<file path="src/hw/ccd_cfg.svh">
`ifndef CCD_CFG_SVH
`define CCD_CFG_SVH

// opcode bytes
`define CCD_OP_ESCAPE      8'h0F
`define CCD_OP_MOV_NO_OVF  8'h41
`define CCD_OP_MOV_PAR_EV  8'h4A
`define CCD_OP_MOV_PAR_OD  8'h4B
`define CCD_OP_MOV_NEG     8'h48
`define CCD_OP_MOV_NONNEG  8'h49
`define CCD_OP_CMP_RM_HI   6'h0E
`define CCD_OP_CMP_ACC_HI  7'h1E
`define CCD_OP_CMP_IMM_HI  6'h20
`define CCD_OP_STR_CMP_HI  7'h53
`define CCD_OP_XCHG_HI     7'h58
`define CCD_OP_XCHG8       8'hC7
`define CCD_OP_IDENT       8'hA2
`define CCD_OP_SPEC_RD     8'h3C
`define CCD_OP_SPEC_WR     8'h3D
`define CCD_OP_EXT_DX      8'h99
`define CCD_OP_EXT_ACC     8'h98
`define CCD_OP_FIX_ADD     8'h27
`define CCD_OP_FIX_SUB     8'h2F
`define CCD_OP_DEC_HI      7'h7F

// modrm fields
`define CCD_MOD_REG        2'h3
`define CCD_REG_CMP_IMM    3'h7
`define CCD_REG_DEC        3'h1
`define CCD_REG_XCHG8      3'h1

// clock counts on a cache hit
`define CCD_CYC_WIDTH      4
`define CCD_CYC_CMOV       4'h1
`define CCD_CYC_CMP        4'h1
`define CCD_CYC_STR_CMP    4'h6
`define CCD_CYC_XCHG       4'h6
`define CCD_CYC_XCHG8      4'h1
`define CCD_CYC_IDENT      4'hC
`define CCD_CYC_SPEC       4'h1
`define CCD_CYC_EXT_DX     4'h2
`define CCD_CYC_EXT_ACC    4'h3
`define CCD_CYC_FIX        4'h2
`define CCD_CYC_DEC        4'h1
`define CCD_CYC_ILLEGAL    4'h1

// flag update masks, order of,sf,zf,af,pf,cf
`define CCD_MASK_NONE      6'h00
`define CCD_MASK_ARITH     6'h3F
`define CCD_MASK_DEC       6'h3E
`define CCD_MASK_FIX       6'h1F

`endif

</file>
<file path="src/hw/ccd_pkg.sv">
`default_nettype none

package ccd_pkg;

  typedef struct packed {
    logic of;
    logic sf;
    logic zf;
    logic af;
    logic pf;
    logic cf;
  } ccd_flags_type;

  typedef struct packed {
    logic [7:0] byte0;
    logic [7:0] byte1;
    logic [7:0] modrm;
  } ccd_instr_type;

  typedef enum logic [4:0] {
    CCD_NONE          = 5'h00,
    CCD_MOVE_NO_OVF   = 5'h01,
    CCD_MOVE_PAR_EVEN = 5'h02,
    CCD_MOVE_PAR_ODD  = 5'h03,
    CCD_MOVE_NEG      = 5'h04,
    CCD_MOVE_NONNEG   = 5'h05,
    CCD_INT_COMPARE   = 5'h06,
    CCD_STR_COMPARE   = 5'h07,
    CCD_CMP_EXCHANGE  = 5'h08,
    CCD_CMP_EXCH_8B   = 5'h09,
    CCD_PROC_IDENTIFY = 5'h0A,
    CCD_SPEC_READ     = 5'h0B,
    CCD_SPEC_WRITE    = 5'h0C,
    CCD_EXT_TO_DX     = 5'h0D,
    CCD_EXT_ACC       = 5'h0E,
    CCD_FIX_AFTER_ADD = 5'h0F,
    CCD_FIX_AFTER_SUB = 5'h10,
    CCD_DEC_ONE       = 5'h11,
    CCD_ILLEGAL       = 5'h1F
  } ccd_op_type;

  typedef struct packed {
    logic [31:0]   value;
    ccd_flags_type flags;
    logic [5:0]    mask;
    logic          dest_we;
    logic          illegal;
  } ccd_result_type;

  typedef enum logic [1:0] {
    CCD_IDLE = 2'b01,
    CCD_BUSY = 2'b10
  } ccd_state_type;

endpackage

`default_nettype wire

</file>
<file path="src/hw/ccd_decode.sv">
// Operation
// RL1: 0F 41 moves when overflow clear, one clock, flags untouched.
// RL2: 0F 4A moves when parity set, one clock, flags untouched.
// RL3: 0F 4B moves when parity clear, one clock, flags untouched.
// RL4: 0F 48 moves on sign set, 0F 49 on sign clear, one clock.
// RL5: false move condition keeps destination yet spends the full clock count.
// RL6: register compare 38-3B mod 11: one clock, six flags, no result.
// RL7: memory-operand compare forms complete in one clock.
// RL8: immediate compare via group 80-83 reg 111, s and w honoured, one clock.
// RL9: 0F B0/B1 compare-exchange takes six clocks, updates six flags.
// RL10: 0F C7 reg 001 with memory operand is eight-byte compare-exchange.
// RL11: 0F 3C reads a special internal register in one clock.
// RL12: 0F 3D writes a special internal register in one clock.
// RL13: opcode 99 sign-extends into data register, two clocks, flags kept.
// RL14: opcode 98 sign-extends low accumulator half, three clocks, flags kept.
// RL15: opcode 27 decimal fix after add, two clocks, five flags.
// RL16: opcode 2F decimal fix after subtract, two clocks.
// RL17: FE/FF reg 001 decrement, one clock, carry kept.
`timescale 1ns/1ps
`default_nettype none
`include "ccd_cfg.svh"

module ccd_decode (
  // clock and reset
  input  wire logic                    clk_i,
  input  wire logic                    srst_i,
  // instruction from fetch
  input  wire logic                    instr_valid_i,
  input  wire ccd_pkg::ccd_instr_type  instr_i,
  output logic                         ready_o,
  // operands and current flags
  input  wire logic [31:0]             op_a_i,
  input  wire logic [31:0]             op_b_i,
  input  wire logic [31:0]             op_c_i,
  input  wire ccd_pkg::ccd_flags_type  flags_i,
  // completion towards the pipeline
  output logic                         done_o,
  output ccd_pkg::ccd_op_type          op_o,
  output ccd_pkg::ccd_result_type      res_o
);

  function automatic ccd_pkg::ccd_flags_type sub_flags(input logic [31:0] a,
                                                       input logic [31:0] b,
                                                       input logic        wide);
    logic [31:0] x;
    logic [31:0] y;
    logic [32:0] d;
    logic [7:0]  lo;
    ccd_pkg::ccd_flags_type f;
    // byte operands are moved to the top so sign, carry and overflow share one path
    x = wide ? a : {a[7:0], 24'h000000};
    y = wide ? b : {b[7:0], 24'h000000};
    d = {1'b0, x} - {1'b0, y};
    lo = a[7:0] - b[7:0];
    f.of = (x[31] ^ y[31]) & (x[31] ^ d[31]);
    f.sf = d[31];
    f.zf = (d[31:0] == 32'h00000000);
    f.af = a[4] ^ b[4] ^ lo[4];
    f.pf = ~^lo;
    f.cf = d[32];
    return f;
  endfunction

  logic                   accept;
  logic                   last;
  ccd_pkg::ccd_state_type state_reg;
  ccd_pkg::ccd_state_type state_next;
  ccd_pkg::ccd_op_type    op_reg;
  ccd_pkg::ccd_op_type    op_next;
  ccd_pkg::ccd_result_type res_reg;
  ccd_pkg::ccd_result_type res_next;
  logic                   done_reg;
  logic                   done_next;
  logic                   ready_reg;
  logic                   ready_next;
  ccd_pkg::ccd_op_type    dec_op;
  ccd_pkg::ccd_result_type dec_res;
  logic [`CCD_CYC_WIDTH-1:0] dec_cyc;

  assign accept = instr_valid_i & ready_reg;

  // decode and execute
  always_comb begin
    logic        esc;
    logic        wide;
    logic        mem;
    logic [2:0]  rf;
    logic [7:0]  op1;
    logic [7:0]  al;
    logic        lo_fix;
    logic        hi_fix;
    logic [31:0] imm;
    esc = (instr_i.byte0 == `CCD_OP_ESCAPE);
    wide = instr_i.byte0[0];
    mem = (instr_i.modrm[7:6] != `CCD_MOD_REG);
    rf = instr_i.modrm[5:3];
    op1 = instr_i.byte1;
    al = op_a_i[7:0];
    lo_fix = (al[3:0] > 4'h9) | flags_i.af;
    hi_fix = (al > 8'h99) | flags_i.cf;
    imm = (instr_i.byte0[1:0] == 2'b11) ? {{24{op_b_i[7]}}, op_b_i[7:0]} : op_b_i;
    dec_op = ccd_pkg::CCD_ILLEGAL;
    dec_cyc = `CCD_CYC_ILLEGAL;
    dec_res.value = op_a_i;
    dec_res.flags = flags_i;
    dec_res.mask = `CCD_MASK_NONE;
    dec_res.dest_we = 1'b0;
    dec_res.illegal = 1'b0;
    if (esc) begin
      dec_res.value = op_b_i;
      dec_cyc = `CCD_CYC_CMOV;
      // RL5: move condition gates write only
      unique case (op1)
        // RL1: move on no overflow
        `CCD_OP_MOV_NO_OVF: begin
          dec_op = ccd_pkg::CCD_MOVE_NO_OVF;
          dec_res.dest_we = ~flags_i.of;
        end
        // RL2: move on parity even
        `CCD_OP_MOV_PAR_EV: begin
          dec_op = ccd_pkg::CCD_MOVE_PAR_EVEN;
          dec_res.dest_we = flags_i.pf;
        end
        // RL3: move on parity odd
        `CCD_OP_MOV_PAR_OD: begin
          dec_op = ccd_pkg::CCD_MOVE_PAR_ODD;
          dec_res.dest_we = ~flags_i.pf;
        end
        // RL4: move on sign
        `CCD_OP_MOV_NEG: begin
          dec_op = ccd_pkg::CCD_MOVE_NEG;
          dec_res.dest_we = flags_i.sf;
        end
        `CCD_OP_MOV_NONNEG: begin
          dec_op = ccd_pkg::CCD_MOVE_NONNEG;
          dec_res.dest_we = ~flags_i.sf;
        end
        // RL11: special register read
        `CCD_OP_SPEC_RD: begin
          dec_op = ccd_pkg::CCD_SPEC_READ;
          dec_cyc = `CCD_CYC_SPEC;
          dec_res.dest_we = 1'b1;
        end
        // RL12: special register write
        `CCD_OP_SPEC_WR: begin
          dec_op = ccd_pkg::CCD_SPEC_WRITE;
          dec_cyc = `CCD_CYC_SPEC;
        end
        `CCD_OP_IDENT: begin
          dec_op = ccd_pkg::CCD_PROC_IDENTIFY;
          dec_cyc = `CCD_CYC_IDENT;
        end
        // RL10: eight-byte exchange, memory only
        `CCD_OP_XCHG8: begin
          if (mem && rf == `CCD_REG_XCHG8) begin
            dec_op = ccd_pkg::CCD_CMP_EXCH_8B;
            dec_cyc = `CCD_CYC_XCHG8;
          end
        end
        default: begin
          // RL9: compare-exchange, six clocks
          if (op1[7:1] == `CCD_OP_XCHG_HI) begin
            dec_op = ccd_pkg::CCD_CMP_EXCHANGE;
            dec_cyc = `CCD_CYC_XCHG;
            dec_res.flags = sub_flags(op_a_i, op_b_i, op1[0]);
            dec_res.mask = `CCD_MASK_ARITH;
            dec_res.dest_we = dec_res.flags.zf;
            dec_res.value = dec_res.flags.zf ? op_c_i : op_b_i;
          end
        end
      endcase
    end else begin
      dec_cyc = `CCD_CYC_CMP;
      // RL6: register compare sets flags only
      // RL7: memory compare forms, one clock
      if (instr_i.byte0[7:2] == `CCD_OP_CMP_RM_HI) begin
        dec_op = ccd_pkg::CCD_INT_COMPARE;
        dec_res.flags = sub_flags(op_a_i, op_b_i, wide);
        dec_res.mask = `CCD_MASK_ARITH;
      end else if (instr_i.byte0[7:1] == `CCD_OP_CMP_ACC_HI) begin
        dec_op = ccd_pkg::CCD_INT_COMPARE;
        dec_res.flags = sub_flags(op_a_i, op_b_i, wide);
        dec_res.mask = `CCD_MASK_ARITH;
      // RL8: immediate group compare
      end else if (instr_i.byte0[7:2] == `CCD_OP_CMP_IMM_HI && rf == `CCD_REG_CMP_IMM) begin
        dec_op = ccd_pkg::CCD_INT_COMPARE;
        dec_res.flags = sub_flags(op_a_i, imm, wide);
        dec_res.mask = `CCD_MASK_ARITH;
      end else if (instr_i.byte0[7:1] == `CCD_OP_STR_CMP_HI) begin
        dec_op = ccd_pkg::CCD_STR_COMPARE;
        dec_cyc = `CCD_CYC_STR_CMP;
        dec_res.flags = sub_flags(op_a_i, op_b_i, wide);
        dec_res.mask = `CCD_MASK_ARITH;
      // RL17: decrement keeps carry
      end else if (instr_i.byte0[7:1] == `CCD_OP_DEC_HI && rf == `CCD_REG_DEC) begin
        dec_op = ccd_pkg::CCD_DEC_ONE;
        dec_cyc = `CCD_CYC_DEC;
        dec_res.flags = sub_flags(op_b_i, 32'h00000001, wide);
        dec_res.flags.cf = flags_i.cf;
        dec_res.mask = `CCD_MASK_DEC;
        dec_res.dest_we = 1'b1;
        dec_res.value = wide ? op_b_i - 32'h00000001 : {op_b_i[31:8], op_b_i[7:0] - 8'h01};
      end else begin
        unique case (instr_i.byte0)
          // RL13: extend into data register
          `CCD_OP_EXT_DX: begin
            dec_op = ccd_pkg::CCD_EXT_TO_DX;
            dec_cyc = `CCD_CYC_EXT_DX;
            dec_res.value = {32{op_a_i[31]}};
            dec_res.dest_we = 1'b1;
          end
          // RL14: extend accumulator half
          `CCD_OP_EXT_ACC: begin
            dec_op = ccd_pkg::CCD_EXT_ACC;
            dec_cyc = `CCD_CYC_EXT_ACC;
            dec_res.value = {{16{op_a_i[15]}}, op_a_i[15:0]};
            dec_res.dest_we = 1'b1;
          end
          // RL15: decimal fix after add
          `CCD_OP_FIX_ADD: begin
            dec_op = ccd_pkg::CCD_FIX_AFTER_ADD;
            dec_cyc = `CCD_CYC_FIX;
            al = al + (lo_fix ? 8'h06 : 8'h00) + (hi_fix ? 8'h60 : 8'h00);
          end
          // RL16: decimal fix after subtract
          `CCD_OP_FIX_SUB: begin
            dec_op = ccd_pkg::CCD_FIX_AFTER_SUB;
            dec_cyc = `CCD_CYC_FIX;
            al = al - (lo_fix ? 8'h06 : 8'h00) - (hi_fix ? 8'h60 : 8'h00);
          end
          default: begin
            dec_op = ccd_pkg::CCD_ILLEGAL;
          end
        endcase
        if (dec_op == ccd_pkg::CCD_FIX_AFTER_ADD || dec_op == ccd_pkg::CCD_FIX_AFTER_SUB) begin
          dec_res.value = {op_a_i[31:8], al};
          dec_res.dest_we = 1'b1;
          dec_res.mask = `CCD_MASK_FIX;
          dec_res.flags.sf = al[7];
          dec_res.flags.zf = (al == 8'h00);
          dec_res.flags.af = lo_fix;
          dec_res.flags.pf = ~^al;
          dec_res.flags.cf = hi_fix;
        end
      end
    end
    dec_res.illegal = (dec_op == ccd_pkg::CCD_ILLEGAL);
  end

  ccd_cycle_counter #(
    .W (`CCD_CYC_WIDTH)
  ) ccd_cycle_counter_inst (
    .clk_i   (clk_i),
    .srst_i  (srst_i),
    .load_i  (accept),
    .value_i (dec_cyc),
    .last_o  (last)
  );

  // sequencing: hold the instruction for its clock count
  always_comb begin
    state_next = state_reg;
    op_next = op_reg;
    res_next = res_reg;
    done_next = 1'b0;
    ready_next = ready_reg;
    unique case (state_reg)
      ccd_pkg::CCD_IDLE: begin
        if (accept) begin
          state_next = ccd_pkg::CCD_BUSY;
          op_next = dec_op;
          res_next = dec_res;
          ready_next = 1'b0;
        end
      end
      ccd_pkg::CCD_BUSY: begin
        if (last) begin
          state_next = ccd_pkg::CCD_IDLE;
          done_next = 1'b1;
          ready_next = 1'b1;
        end
      end
      default: begin
        state_next = ccd_pkg::CCD_IDLE;
        ready_next = 1'b1;
      end
    endcase
  end

  always_ff @(posedge clk_i) begin
    if (srst_i) begin
      state_reg <= ccd_pkg::CCD_IDLE;
      op_reg <= ccd_pkg::CCD_NONE;
      res_reg <= '0;
      done_reg <= 1'b0;
      ready_reg <= 1'b1;
    end else begin
      state_reg <= state_next;
      op_reg <= op_next;
      res_reg <= res_next;
      done_reg <= done_next;
      ready_reg <= ready_next;
    end
  end

  assign ready_o = ready_reg;
  assign done_o = done_reg;
  assign op_o = op_reg;
  assign res_o = res_reg;
endmodule

`default_nettype wire

</file>
<file path="src/hw/ccd_cycle_counter.sv">
`timescale 1ns/1ps
`default_nettype none

module ccd_cycle_counter #(
  parameter int W = 4
) (
  // clock and reset
  input  wire logic         clk_i,
  input  wire logic         srst_i,
  // control
  input  wire logic         load_i,
  input  wire logic [W-1:0] value_i,
  // status
  output logic              last_o
);

  logic [W-1:0] count_reg;
  logic [W-1:0] count_next;

  always_comb begin
    count_next = count_reg;
    if (load_i) begin
      count_next = value_i;
    end else if (count_reg != '0) begin
      count_next = count_reg - {{(W-1){1'b0}}, 1'b1};
    end
  end

  always_ff @(posedge clk_i) begin
    if (srst_i) begin
      count_reg <= '0;
    end else begin
      count_reg <= count_next;
    end
  end

  assign last_o = (count_reg == {{(W-1){1'b0}}, 1'b1});

endmodule

`default_nettype wire

</file>
<file path="config.mk">
export PLATFORM = sky130hd
export DESIGN_NAME = ccd_decode
export DESIGN_NICKNAME = d
export VERILOG_FILES = /design/src/hw/ccd_pkg.sv /design/src/hw/ccd_decode.sv /design/src/hw/ccd_cycle_counter.sv
export VERILOG_INCLUDE_DIRS = /design/src /design/src/hw
export SDC_FILE = /design/constraint.sdc
export NUM_CORES = 1
export LEC_CHECK = 0
export BUFFER_PORTS_ARGS = -buffer_cell sky130_fd_sc_hd__buf_2
export CAP_MARGIN = 10
export CELL_PAD_IN_SITES_DETAIL_PLACEMENT = 0
export CELL_PAD_IN_SITES_GLOBAL_PLACEMENT = 1
export CORE_ASPECT_RATIO = 0.75
export CORE_MARGIN = 2
export CORE_UTILIZATION = 45
export DETAILED_ROUTE_END_ITERATION = 6
export GPL_TIMING_DRIVEN = 0
export HOLD_SLACK_MARGIN = 0.08
export PLACE_DENSITY = 0.86
export SYNTH_ARGS = -nofsm -noshare
export SYNTH_HDL_FRONTEND = slang
export SYNTH_SLANG_ARGS = --single-unit
</file>
<file path="constraint.sdc">
create_clock -name clk_i -period 14.65 [get_ports clk_i]
set_clock_uncertainty 0.15 [all_clocks]
set_input_delay 2.93 -clock clk_i [delete_from_list [all_inputs] [get_ports clk_i]]
set_output_delay 2.93 -clock clk_i [all_outputs]
set_load 0.01 [all_outputs]
</file>
Yosys cells after proc, flatten, opt, wreduce, memory -nomap -nowiden:

Index checks and enable logic that the tools add are counted.

* shift operators: 0
* add/sub/neg operators: 13
* bitwise operators: 24
* multiplexer cells: 75
* equal/unequal tests: 32
* div/mod/pow operators: 0
* magnitude comparators: 2
* multiply operators: 0
* reduce and logical (&&, ||, !) cells: 23

Operators by type and width (number)
* $mux W32: 14
* $logic_not A32 Y1: 4
* $sub A32 B32 Y33: 3
* $mux W45: 2
* $mux W12: 6
* $mux W5: 14
* $pmux W32 S2: 1
* $mux W8: 6
* $pmux W5 S9: 1
* $mux W44: 1
* $eq A8 B7 Y1 const B: 5
* $eq A8 B6 Y1 const B: 4
* $eq A8 B8 Y1 const B: 4
* $reduce_xnor A8 Y1: 4
* $sub A32 B1 Y32 const B: 1
* $sub A32 B25 Y32: 1
* $mux W25: 1
* $eq A7 B7 Y1 const B: 3
* $pmux W5 S4: 1
* $mux W3: 6
* $add A8 B8 Y8: 2
* $pmux W8 S2: 1
* $sub A8 B8 Y8: 2
* $mux W4: 3
* 41 further kinds: 79

* bits in writable memories: 0
* bits of input ports: 129
* ROM bits: 0
* output and inout bits: 53
* word-level logic and storage cells: 184
* latch bits: 0
* register bits after elaboration: 59
* memories kept: 0

Depth between registers and ports, before layout:

Gate-level depths: netlist (run 1).

* word-level depth: 20
* depth in mapped cells: 25
* mapped depth without buffers: 25

By module:

A second synthesis (run 1) with hierarchy kept.

* cells, all modules: 1996
* area, all modules: 13162.6 um^2

Modules (own cells, without submodules)
* ccd_decode: instances 1, cells each 1969, area each 12916.1 um^2, seq. area each 1021.0 um^2
* ccd_cycle_counter: instances 1, cells each 27, area each 246.5 um^2, seq. area each 80.1 um^2

Worst setup path after synthesis (run 1):

Ideal clock, no wire load.

* path type: in2reg
* start point: in instr_i[8] (netlist name)
* end point: reg res_reg (netlist bit res_o[24])
* setup time: 0.115 ns
* arrival time: 8.160 ns
* data required time: 14.385 ns
* buffers on the path: 7
* path slack: 6.225 ns
* stages: 20
* cells stage by stage: clkbuf_1 clkbuf_1 buf_1 clkbuf_1 nand2_1 ha_1 buf_4 a21oi_1 o21ai_0 nor3_1 a22o_1 a2111oi_0 or4b_1 or4_1 or4_4 a2111oi_4 buf_6 buf_12 mux2_2 o21a_1

* cells in the longest elaborated chain, start to end: 7
* elaborated cells between the ends (all ways): 18
* classes of those cells: 1 x add/sub; 9 x eq/ne; 6 x mux; 2 x reduce/logical

RTL lines
* start: declaration: line ccd_decode.sv:29 `input wire ccd_pkg::ccd_instr_type instr_i,`
* $mux W32, on equally long branches: line ccd_decode.sv:51, ccd_decode.sv:52
* $sub A32 B32 Y33: line ccd_decode.sv:53 `d = {1'b0, x} - {1'b0, y};`
* $logic_not A32 Y1: line ccd_decode.sv:57 `f.zf = (d[31:0] == 32'h00000000);`
* $mux W32: line ccd_decode.sv:168 `dec_res.value = dec_res.flags.zf ? op_c_i : op_b_i;`
* $mux W45: line ccd_decode.sv:162 `` if (op1[7:1] == `CCD_OP_XCHG_HI) begin ``
* $mux W44 (*): line ccd_decode.sv:113 `unique case (op1)`
* $mux W45 (*): line ccd_decode.sv:109 `if (esc) begin`
* end signal: assignment: line ccd_decode.sv:300 `res_reg <= res_next;`
* end: declaration: line ccd_decode.sv:70 `ccd_pkg::ccd_result_type res_reg;`

Mark *: on every way between the ends. The rest lies on a longest branch, timed or not.
A chain may end at the register's enable or synchronous reset.

Worst setup path after layout (run 1):

* start point: in instr_i[16] (netlist name)
* end point: reg res_reg (netlist bit res_o[11])

* cells in the longest elaborated chain, start to end: 17
* elaborated cells between the ends (all ways): 42
* classes of those cells: 3 x add/sub; 8 x eq/ne; 26 x mux; 5 x reduce/logical

RTL lines
* $eq A8 B6 Y1 or $eq A8 B8 Y1 (tied branches): line ccd_decode.sv:204 `unique case (instr_i.byte0)`
* $pmux W5 S4: line ccd_decode.sv:204
* $mux W5: line ccd_decode.sv:195 `` end else if (instr_i.byte0[7:1] == `CCD_OP_DEC_HI && rf == `CCD_REG_DEC) begin ``
* $mux W5: line ccd_decode.sv:189 `` end else if (instr_i.byte0[7:1] == `CCD_OP_STR_CMP_HI) begin ``
* $mux W5: line ccd_decode.sv:185 `` end else if (instr_i.byte0[7:2] == `CCD_OP_CMP_IMM_HI && rf == `CCD_REG_CMP_IMM) begin ``
* $mux W5: line ccd_decode.sv:180 `` end else if (instr_i.byte0[7:1] == `CCD_OP_CMP_ACC_HI) begin ``
* $mux W5: line ccd_decode.sv:176 `` if (instr_i.byte0[7:2] == `CCD_OP_CMP_RM_HI) begin ``
* $mux W5: line ccd_decode.sv:109
* $eq A5 B4 Y1 or $eq A5 B5 Y1 (tied branches): line ccd_decode.sv:235 `if (dec_op == ccd_pkg::CCD_FIX_AFTER_ADD || dec_op == ccd_pkg::CCD_FIX_AFTER_SUB) begin`
* $logic_or A1 B1 Y1: line ccd_decode.sv:235
* $mux W12: line ccd_decode.sv:235
* $mux W12: line ccd_decode.sv:195
* $mux W12: line ccd_decode.sv:189
* $mux W12: line ccd_decode.sv:185
* $mux W12: line ccd_decode.sv:180
* $mux W12: line ccd_decode.sv:176
* $mux W45 (*): line ccd_decode.sv:109

Mark *: on every way between the ends. The rest lies on a longest branch, timed or not. The select of a mux whose other input is x is not followed.

==> results of run 1 <==
==> cell families after synthesis <==
| group | share of synthesized area (%) |
|---|---|
| multiplexers | 5.91 |
| XOR/XNOR | 6.76 |
| AO/OA/AOI/OAI | 31.8 |
| adder cells (fa/ha/maj) | 12.3 |
| buffers and inverters | 6.07 |
| AND/OR/NAND/NOR | 28.5 |
| flip-flops | 8.67 |
==> metal layers <==
layer | wire, um | share of wire (%)
met5 | 63 | 0.10
met4 | 2060 | 3.3
met2 | 23700 | 37
met3 | 9500 | 15
met1 | 28000 | 44
==> through the flow <==
step	instance area [um^2]	utilization, %	cells
6_report	14200	50.8	2469
5_1_grt	14200	50.8	2468
4_1_cts	14200	50.8	2467
3_5_place_dp	14000	50.2	2459
3_3_place_gp	14000	50.1	2456
2_1_floorplan	12700	-	1909
==> where the power goes <==
part / leakage (nW) / internal [W] / switching [W]
logic: 5.28 / 0.000222 / 0.000390
registers: 0.454 / 0.000163 / 0.00000918
clock network: 0.0719 / 0.0000655 / 0.0000694
total: 5.81 / 0.000450 / 0.000469
==> layout make-up <==
type | count | area (um^2) | share of cell area (%)
multi-input cells | 1661 | 10800 | 76.4
repair buffers | 165 | 831 | 5.86
inverters | 54 | 203 | 1.43
clock buffers | 5 | 125 | 0.883
diodes | 2 | 5.00 | 0.0353
well taps | 385 | 482 | 3.40
plain buffers | 139 | 568 | 4.01
flip-flops and latches | 55 | 1100 | 7.77
clock inverters | 3 | 27.5 | 0.194
==> worst max-delay path, delay by kind of cell <==
kind | cells | cell delay, ns
AO/OA/AOI/OAI | 6 | 2.85
AND/OR/NAND/NOR | 5 | 1.30
buffers and inverters | 6 | 2.91
adder cells (fa/ha/maj) | 1 | 0.23
==> placed cells by master (no fill, tap or decap), drive strengths merged, types with 35 or more instances in the layout <==
cell type  count
nand3         48
nor3          66
xnor2         64
a21o          35
o21ai        120
dfxtp         55
ha           120
a21oi        207
buf          180
a211oi        44
nand2        206
and2          66
inv           55
clkbuf       128
mux2i         57
nor2         174
==> worst paths after layout <==
path | to | slack [ns] | cells after the start
max | res_o[11] | 4.43 | 18
min | res_o[9] | 0.31 | 2
max reg2reg | res_o[18] | 11.34 | 9
min reg2reg | res_o[9] | 0.31 | 2
==> key figures, run 1 <==
Yosys
  – #FFs+latches synth: 55
  – Cell area after synthesis: 0.0127 mm^2
  – FFs w/ async S/R, synth: 0%
  – Synthesized netlist net count: 2161
  – Mean Syn Cell Area: 6.65 um^2
  – Warnings, synthesis: 0
  – Count of mapped cells out of synthesis: 1909
  – Commonest register cell after synthesis: sky130_fd_sc_hd__dfxtp_1
  – Post-synthesis cell type with the largest combined area: sky130_fd_sc_hd__ha_1
  – Most area-consuming cells after synthesis: sky130_fd_sc_hd__ha_1 12%, sky130_fd_sc_hd__dfxtp_1 8.7%, sky130_fd_sc_hd__a21oi_1 8.2%
  – Count of unique library cells instantiated by Yosys: 81
  – Most instantiated cells after synthesis: 207 x sky130_fd_sc_hd__a21oi_1, 206 x sky130_fd_sc_hd__nand2_1, 174 x sky130_fd_sc_hd__nor2_1
  – Fraction of the yosys area taken by sequential cells: 8.67%
  – Most frequently used cell type in the post-synthesis netlist: sky130_fd_sc_hd__a21oi_1
  – Number of enable-type register cells in the synthesized netlist: 0
  – Share of the synthesized area in the top cell type: 11.8%

Clocking
  – Sinks on Clock Net: 55
  – Number of buffers inserted during clock tree synthesis: 5
  – Post-cts hold buffer count: 0
  – Buffer cell driving the clock tree root: sky130_fd_sc_hd__clkbuf_16
  – # Post-CTS Setup Buffers: 0
  – Worst-skew pair later-pin latency: 0.32 ns
  – Total of cells resized after clock tree synthesis: 0
  – CTS Buffer Depth: 2
  – Clock tree from TritonCTS: built
  – CTS HTree Levels: 2
  – Reg clk slew, reported paths: 0.11 ns

Timing
  – Measured slew at the worst slew-check pin: 1.23 ns
  – Share of the cycle needed by the critical path after routing: 69.8%
  – Final total negative setup slack: 0 ns
  – Final max-slew violation count: 0
  – Setup repair after global routing missed its margin: no
  – Worst relative slew slack: 18.2%
  – Minimum clock period after layout: 10.22 ns
  – Worst Slack Setup Final: 4.43 ns
  – Upper clock frequency limit: 97.8 MHz
  – Hold violation total from the final report: 0
  – Fin Hold WS: 0.312 ns
  – Final setup violation count: 0

Global routing
  – Met1 track demand over resource: 61.2%
  – Met3 usage: 14.2%
  – Layer carrying the most global-route usage: met1
  – Overall track demand over capacity in global routing: 41.2%
  – Antenna violations before repair: 2
  – Via count of the first global-routing pass: 14200
  – GRT overflow: 0
  – First-pass GRT wire length: 90700 um
  – Maximum number of pins on one net before global-route repair: 20
  – Met2 Resource Use GR: 55.3%

Power
  – Leakage: 5.81 nW
  – Overall power: 0.000919 W
  – IR drop worst, VDD: 0.0620 mV
  – Power density over cell area: 64.9 mW/mm^2

Floorplanning
  – Initial core utilization: 45.5%
  – Die area: 0.0296 mm^2
  – IO Count: 182
  – Area of the placeable core: 0.0279 mm^2
  – Number of rows created at floorplan: 53
  – Die extent in y: 149 um
  – Die Wd: 198 um

Status
  – Run status: finished clean

Drt
  – DRT Pass-1 Iters: 7
  – Number of nets with antenna violations after routing: 0
  – Drt total wl: 63300 um
  – Number of DRC violations after detailed routing: 0
  – Vias per cell: 6.56
  – Routed length per placed instance: 25.6 um
  – Via count: 16200
  – First DRT Iteration DRCs: 2275

Place
  – Weighted congestion at the end of routability-driven global placement: 1.04
  – Setup Slack @ Placement: 4.56 ns
  – PortBufs: 162
  – Detailed placement HPWL: 51200 um

Setup path
  – Largest incremental delay on the critical path: 0.93 ns
  – Critical R2R Launch: state_reg[0]
  – Cell breakdown of the critical path: buf_2 > buf_1 > clkbuf_1 > clkbuf_1 > buf_1 > clkbuf_1 > and2_1 > ha_1 > nand3_1 > a2111oi_0 > nor2_1 > a21oi_1 > o2111ai_1 > a2111oi_0 > nand3_1 > nor4_1 > a41oi_1 > o32ai_1
  – Worst Path Arrival: 10.24 ns
  – Cell occurring most often along the worst timing path: sky130_fd_sc_hd__clkbuf_1
  – Critical setup path kind: input port to register
  – Launch point of the worst path: instr_i[16]
  – Slowest cell on the critical path: sky130_fd_sc_hd__a2111oi_0
  – CP startpoint kind: input port
  – Critical Path RT: 14.67 ns
  – Capturing element type of the critical path: register
  – Largest fanout on the critical path: 10

Final layout
  – Final net count: 2333
  – Number of fillers in the final layout: 2942
  – Largest register FFs: 43
  – Area growth from synthesis to layout: 11.6%
  – Fraction of layout instances using a drive strength above 1: 10.3%

Hold path
  – HP Class: register to register
  – Hold wc startpoint: res_o[9]

Job
  – Reported max-cap violation count: 0
Power figures use the tool's default switching activity.
==> inputs of run 2 (changes only) <==
Settings changed: CORE_UTILIZATION 45 to 39, PLACE_DENSITY 0.86 to 0.79.
Clock period 14.65 ns to 9.3 ns, I/O delays scaled along.
==> run 2 against run 1 <==
  * Clock power grew 64%
  * Critical path depth increased by 1
  * Global-route usage is 4.8 points lower
  * Sequential share of layout area fell by 0.054 points
  * Wire length increased by 2.0%
==> key figures, run 2 (synthesized netlist as in run 1, its figures left out) <==
Final layout
  – Final net count: 2334
  – Fraction of layout instances using a drive strength above 1: 10.3%
  – Utilization after layout: 44.3%
  – Area growth from synthesis to layout: 12.4%
  – Number of fillers in the final layout: 3557
  – Fin cells: 2527
  – Most frequent standard cell in the layout excluding fill and tap cells: sky130_fd_sc_hd__a21oi_1
  – Top library cells by usage in the layout, fill and taps aside: 207 x sky130_fd_sc_hd__a21oi_1, 206 x sky130_fd_sc_hd__nand2_1, 174 x sky130_fd_sc_hd__nor2_1
  – Final Instance Area: 0.0143 mm^2
  – Largest register FFs: 43

Timing
  – Hold violation total from the final report: 0
  – Minimum clock period after layout: 8.72 ns
  – Setup repair after global routing missed its margin: no
  – Upper clock frequency limit: 115 MHz
  – Measured slew at the worst slew-check pin: 1.16 ns
  – Share of the cycle needed by the critical path after routing: 93.8%
  – Final setup violation count: 0
  – Worst relative slew slack: 22.6%
  – Final total negative setup slack: 0 ns
  – Worst Slack Setup Final: 0.579 ns
  – Final max-slew violation count: 0

Drt
  – Number of DRC violations after detailed routing: 0
  – Vias per cell: 6.36
  – Number of nets with antenna violations after routing: 0
  – Drt total wl: 64500 um
  – DRT Pass-1 Iters: 6
  – Routed length per placed instance: 25.5 um
  – Via count: 16100
  – First DRT Iteration DRCs: 2207

Setup path
  – Worst path bufs/invs: 6
  – Cell breakdown of the critical path: buf_2 > buf_1 > clkbuf_1 > clkbuf_1 > buf_1 > clkbuf_1 > nand2_1 > ha_1 > fa_1 > nand2b_1 > a2111oi_0 > o21ai_0 > a31oi_1 > nor2_1 > a311o_1 > a221o_1 > nor4_1 > a31oi_1 > o32ai_1
  – Worst Path Arrival: 8.74 ns
  – Largest fanout on the critical path: 10
  – Slowest cell on the critical path: sky130_fd_sc_hd__a2111oi_0
  – CP startpoint kind: input port
  – Capturing element type of the critical path: register
  – Largest incremental delay on the critical path: 0.64 ns
  – Critical setup path kind: input port to register
  – Critical Path RT: 9.32 ns
  – Cell occurring most often along the worst timing path: sky130_fd_sc_hd__clkbuf_1
  – Cell family with the largest share of critical-path delay: buffers and inverters

Clocking
  – CTS HTree Levels: 2
  – Worst-skew pair later-pin latency: 0.29 ns
  – Post-cts hold buffer count: 0
  – Clock tree from TritonCTS: built
  – Number of buffers inserted during clock tree synthesis: 5
  – Total of cells resized after clock tree synthesis: 0
  – Sinks on Clock Net: 55
  – Buffer cell driving the clock tree root: sky130_fd_sc_hd__clkbuf_16
  – # Post-CTS Setup Buffers: 0
  – CTS Buffer Depth: 2
  – Reg clk slew, reported paths: 0.08 ns

Power
  – Leakage: 5.83 nW
  – IR drop worst, VDD: 0.0785 mV
  – Power density over cell area: 102 mW/mm^2

Floorplanning
  – Number of rows created at floorplan: 57
  – Die Wd: 212 um
  – Die area: 0.0340 mm^2
  – Die extent in y: 160 um
  – IO Count: 182
  – Initial core utilization: 39.4%
  – Area of the placeable core: 0.0322 mm^2

Place
  – Cell count after placement: 2515
  – Setup Slack @ Placement: 0.271 ns
  – PortBufs: 162
  – Weighted congestion at the end of routability-driven global placement: 1.04
  – Placement Cell Area: 0.0141 mm^2
  – Detailed placement HPWL: 52100 um

Global routing
  – Antenna violations before repair: 3
  – Maximum number of pins on one net before global-route repair: 18
  – First-pass GRT wire length: 93000 um
  – Via count of the first global-routing pass: 14400
  – Overall track demand over capacity in global routing: 36.4%
  – GRT overflow: 0

Status
  – Run status: finished clean

Job
  – Reported max-cap violation count: 0

Hold path
  – HP Class: register to register
## run 2: cell count changes in the layout (fill, tap and decap cells not counted), sizes merged
| cell | change |
|---|---|
| clkbuf | +2 |
| bufinv | +1 |
| clkdlybuf4s18 | -1 |
| clkinv | -1 |
| clkinvlp | -1 |
| dlymetal6s2s | +1 |
## run 2: where the power goes
group,total [W],internal [W],switching [W]
clock network,0.000221,0.000129,0.0000923
registers,0.000271,0.000256,0.0000146
logic,0.000963,0.000350,0.000613
## run 2: cell type report
type / count / area, um^2 / area share (%)
Antenna cell: 2 / 5.00 / 0.0351
Clock inverter: 2 / 38.8 / 0.272
Multi-Input combinational cell: 1661 / 10800 / 75.9
Tap cell: 442 / 553 / 3.87
Clock buffer: 6 / 129 / 0.903
Inverter: 54 / 203 / 1.42
Timing Repair Buffer: 166 / 838 / 5.87
Buffer: 139 / 568 / 3.98
Sequential cell: 55 / 1100 / 7.71
## run 2: per-layer routing
| layer | wire [um] | GRT usage [%] |
|---|---|---|
| met5 | 54 | 0 |
| met4 | 1890 | 8.20 |
| met3 | 8500 | 10.9 |
| met2 | 24400 | 49.6 |
| met1 | 29600 | 55.0 |
## run 2: metrics by stage
step | power, W | hold slack, ns
after CTS | 0.00142 | 0.312
after floorplan | 0.000907 | 0.326
after detailed placement | 0.00120 | 0.302
after global placement | 0.00120 | 0.293
final | 0.00145 | 0.314
after global routing | 0.00154 | 0.328
## run 2: final timing paths
kind                 from        end  cells past startpoint  slack [ns]
max           instr_i[16]  res_o[11]                     19        0.58
min              res_o[9]   res_o[9]                      2        0.31
max reg2reg  state_reg[0]  res_o[18]                      9        6.11
min reg2reg      res_o[9]   res_o[9]                      2        0.31
## run 2: worst reg2reg max path, stage by stage (launching register included)
cell	delay, ns
sky130_fd_sc_hd__dfxtp_1	0.41
sky130_fd_sc_hd__and2_1	0.14
sky130_fd_sc_hd__clkbuf_1	0.24
sky130_fd_sc_hd__nand2b_1	0.10
sky130_fd_sc_hd__clkbuf_1	0.26
sky130_fd_sc_hd__nor2_1	0.59
sky130_fd_sc_hd__o221ai_1	0.27
sky130_fd_sc_hd__a21oi_1	0.64
sky130_fd_sc_hd__or3_1	0.20
sky130_fd_sc_hd__a21oi_1	0.04
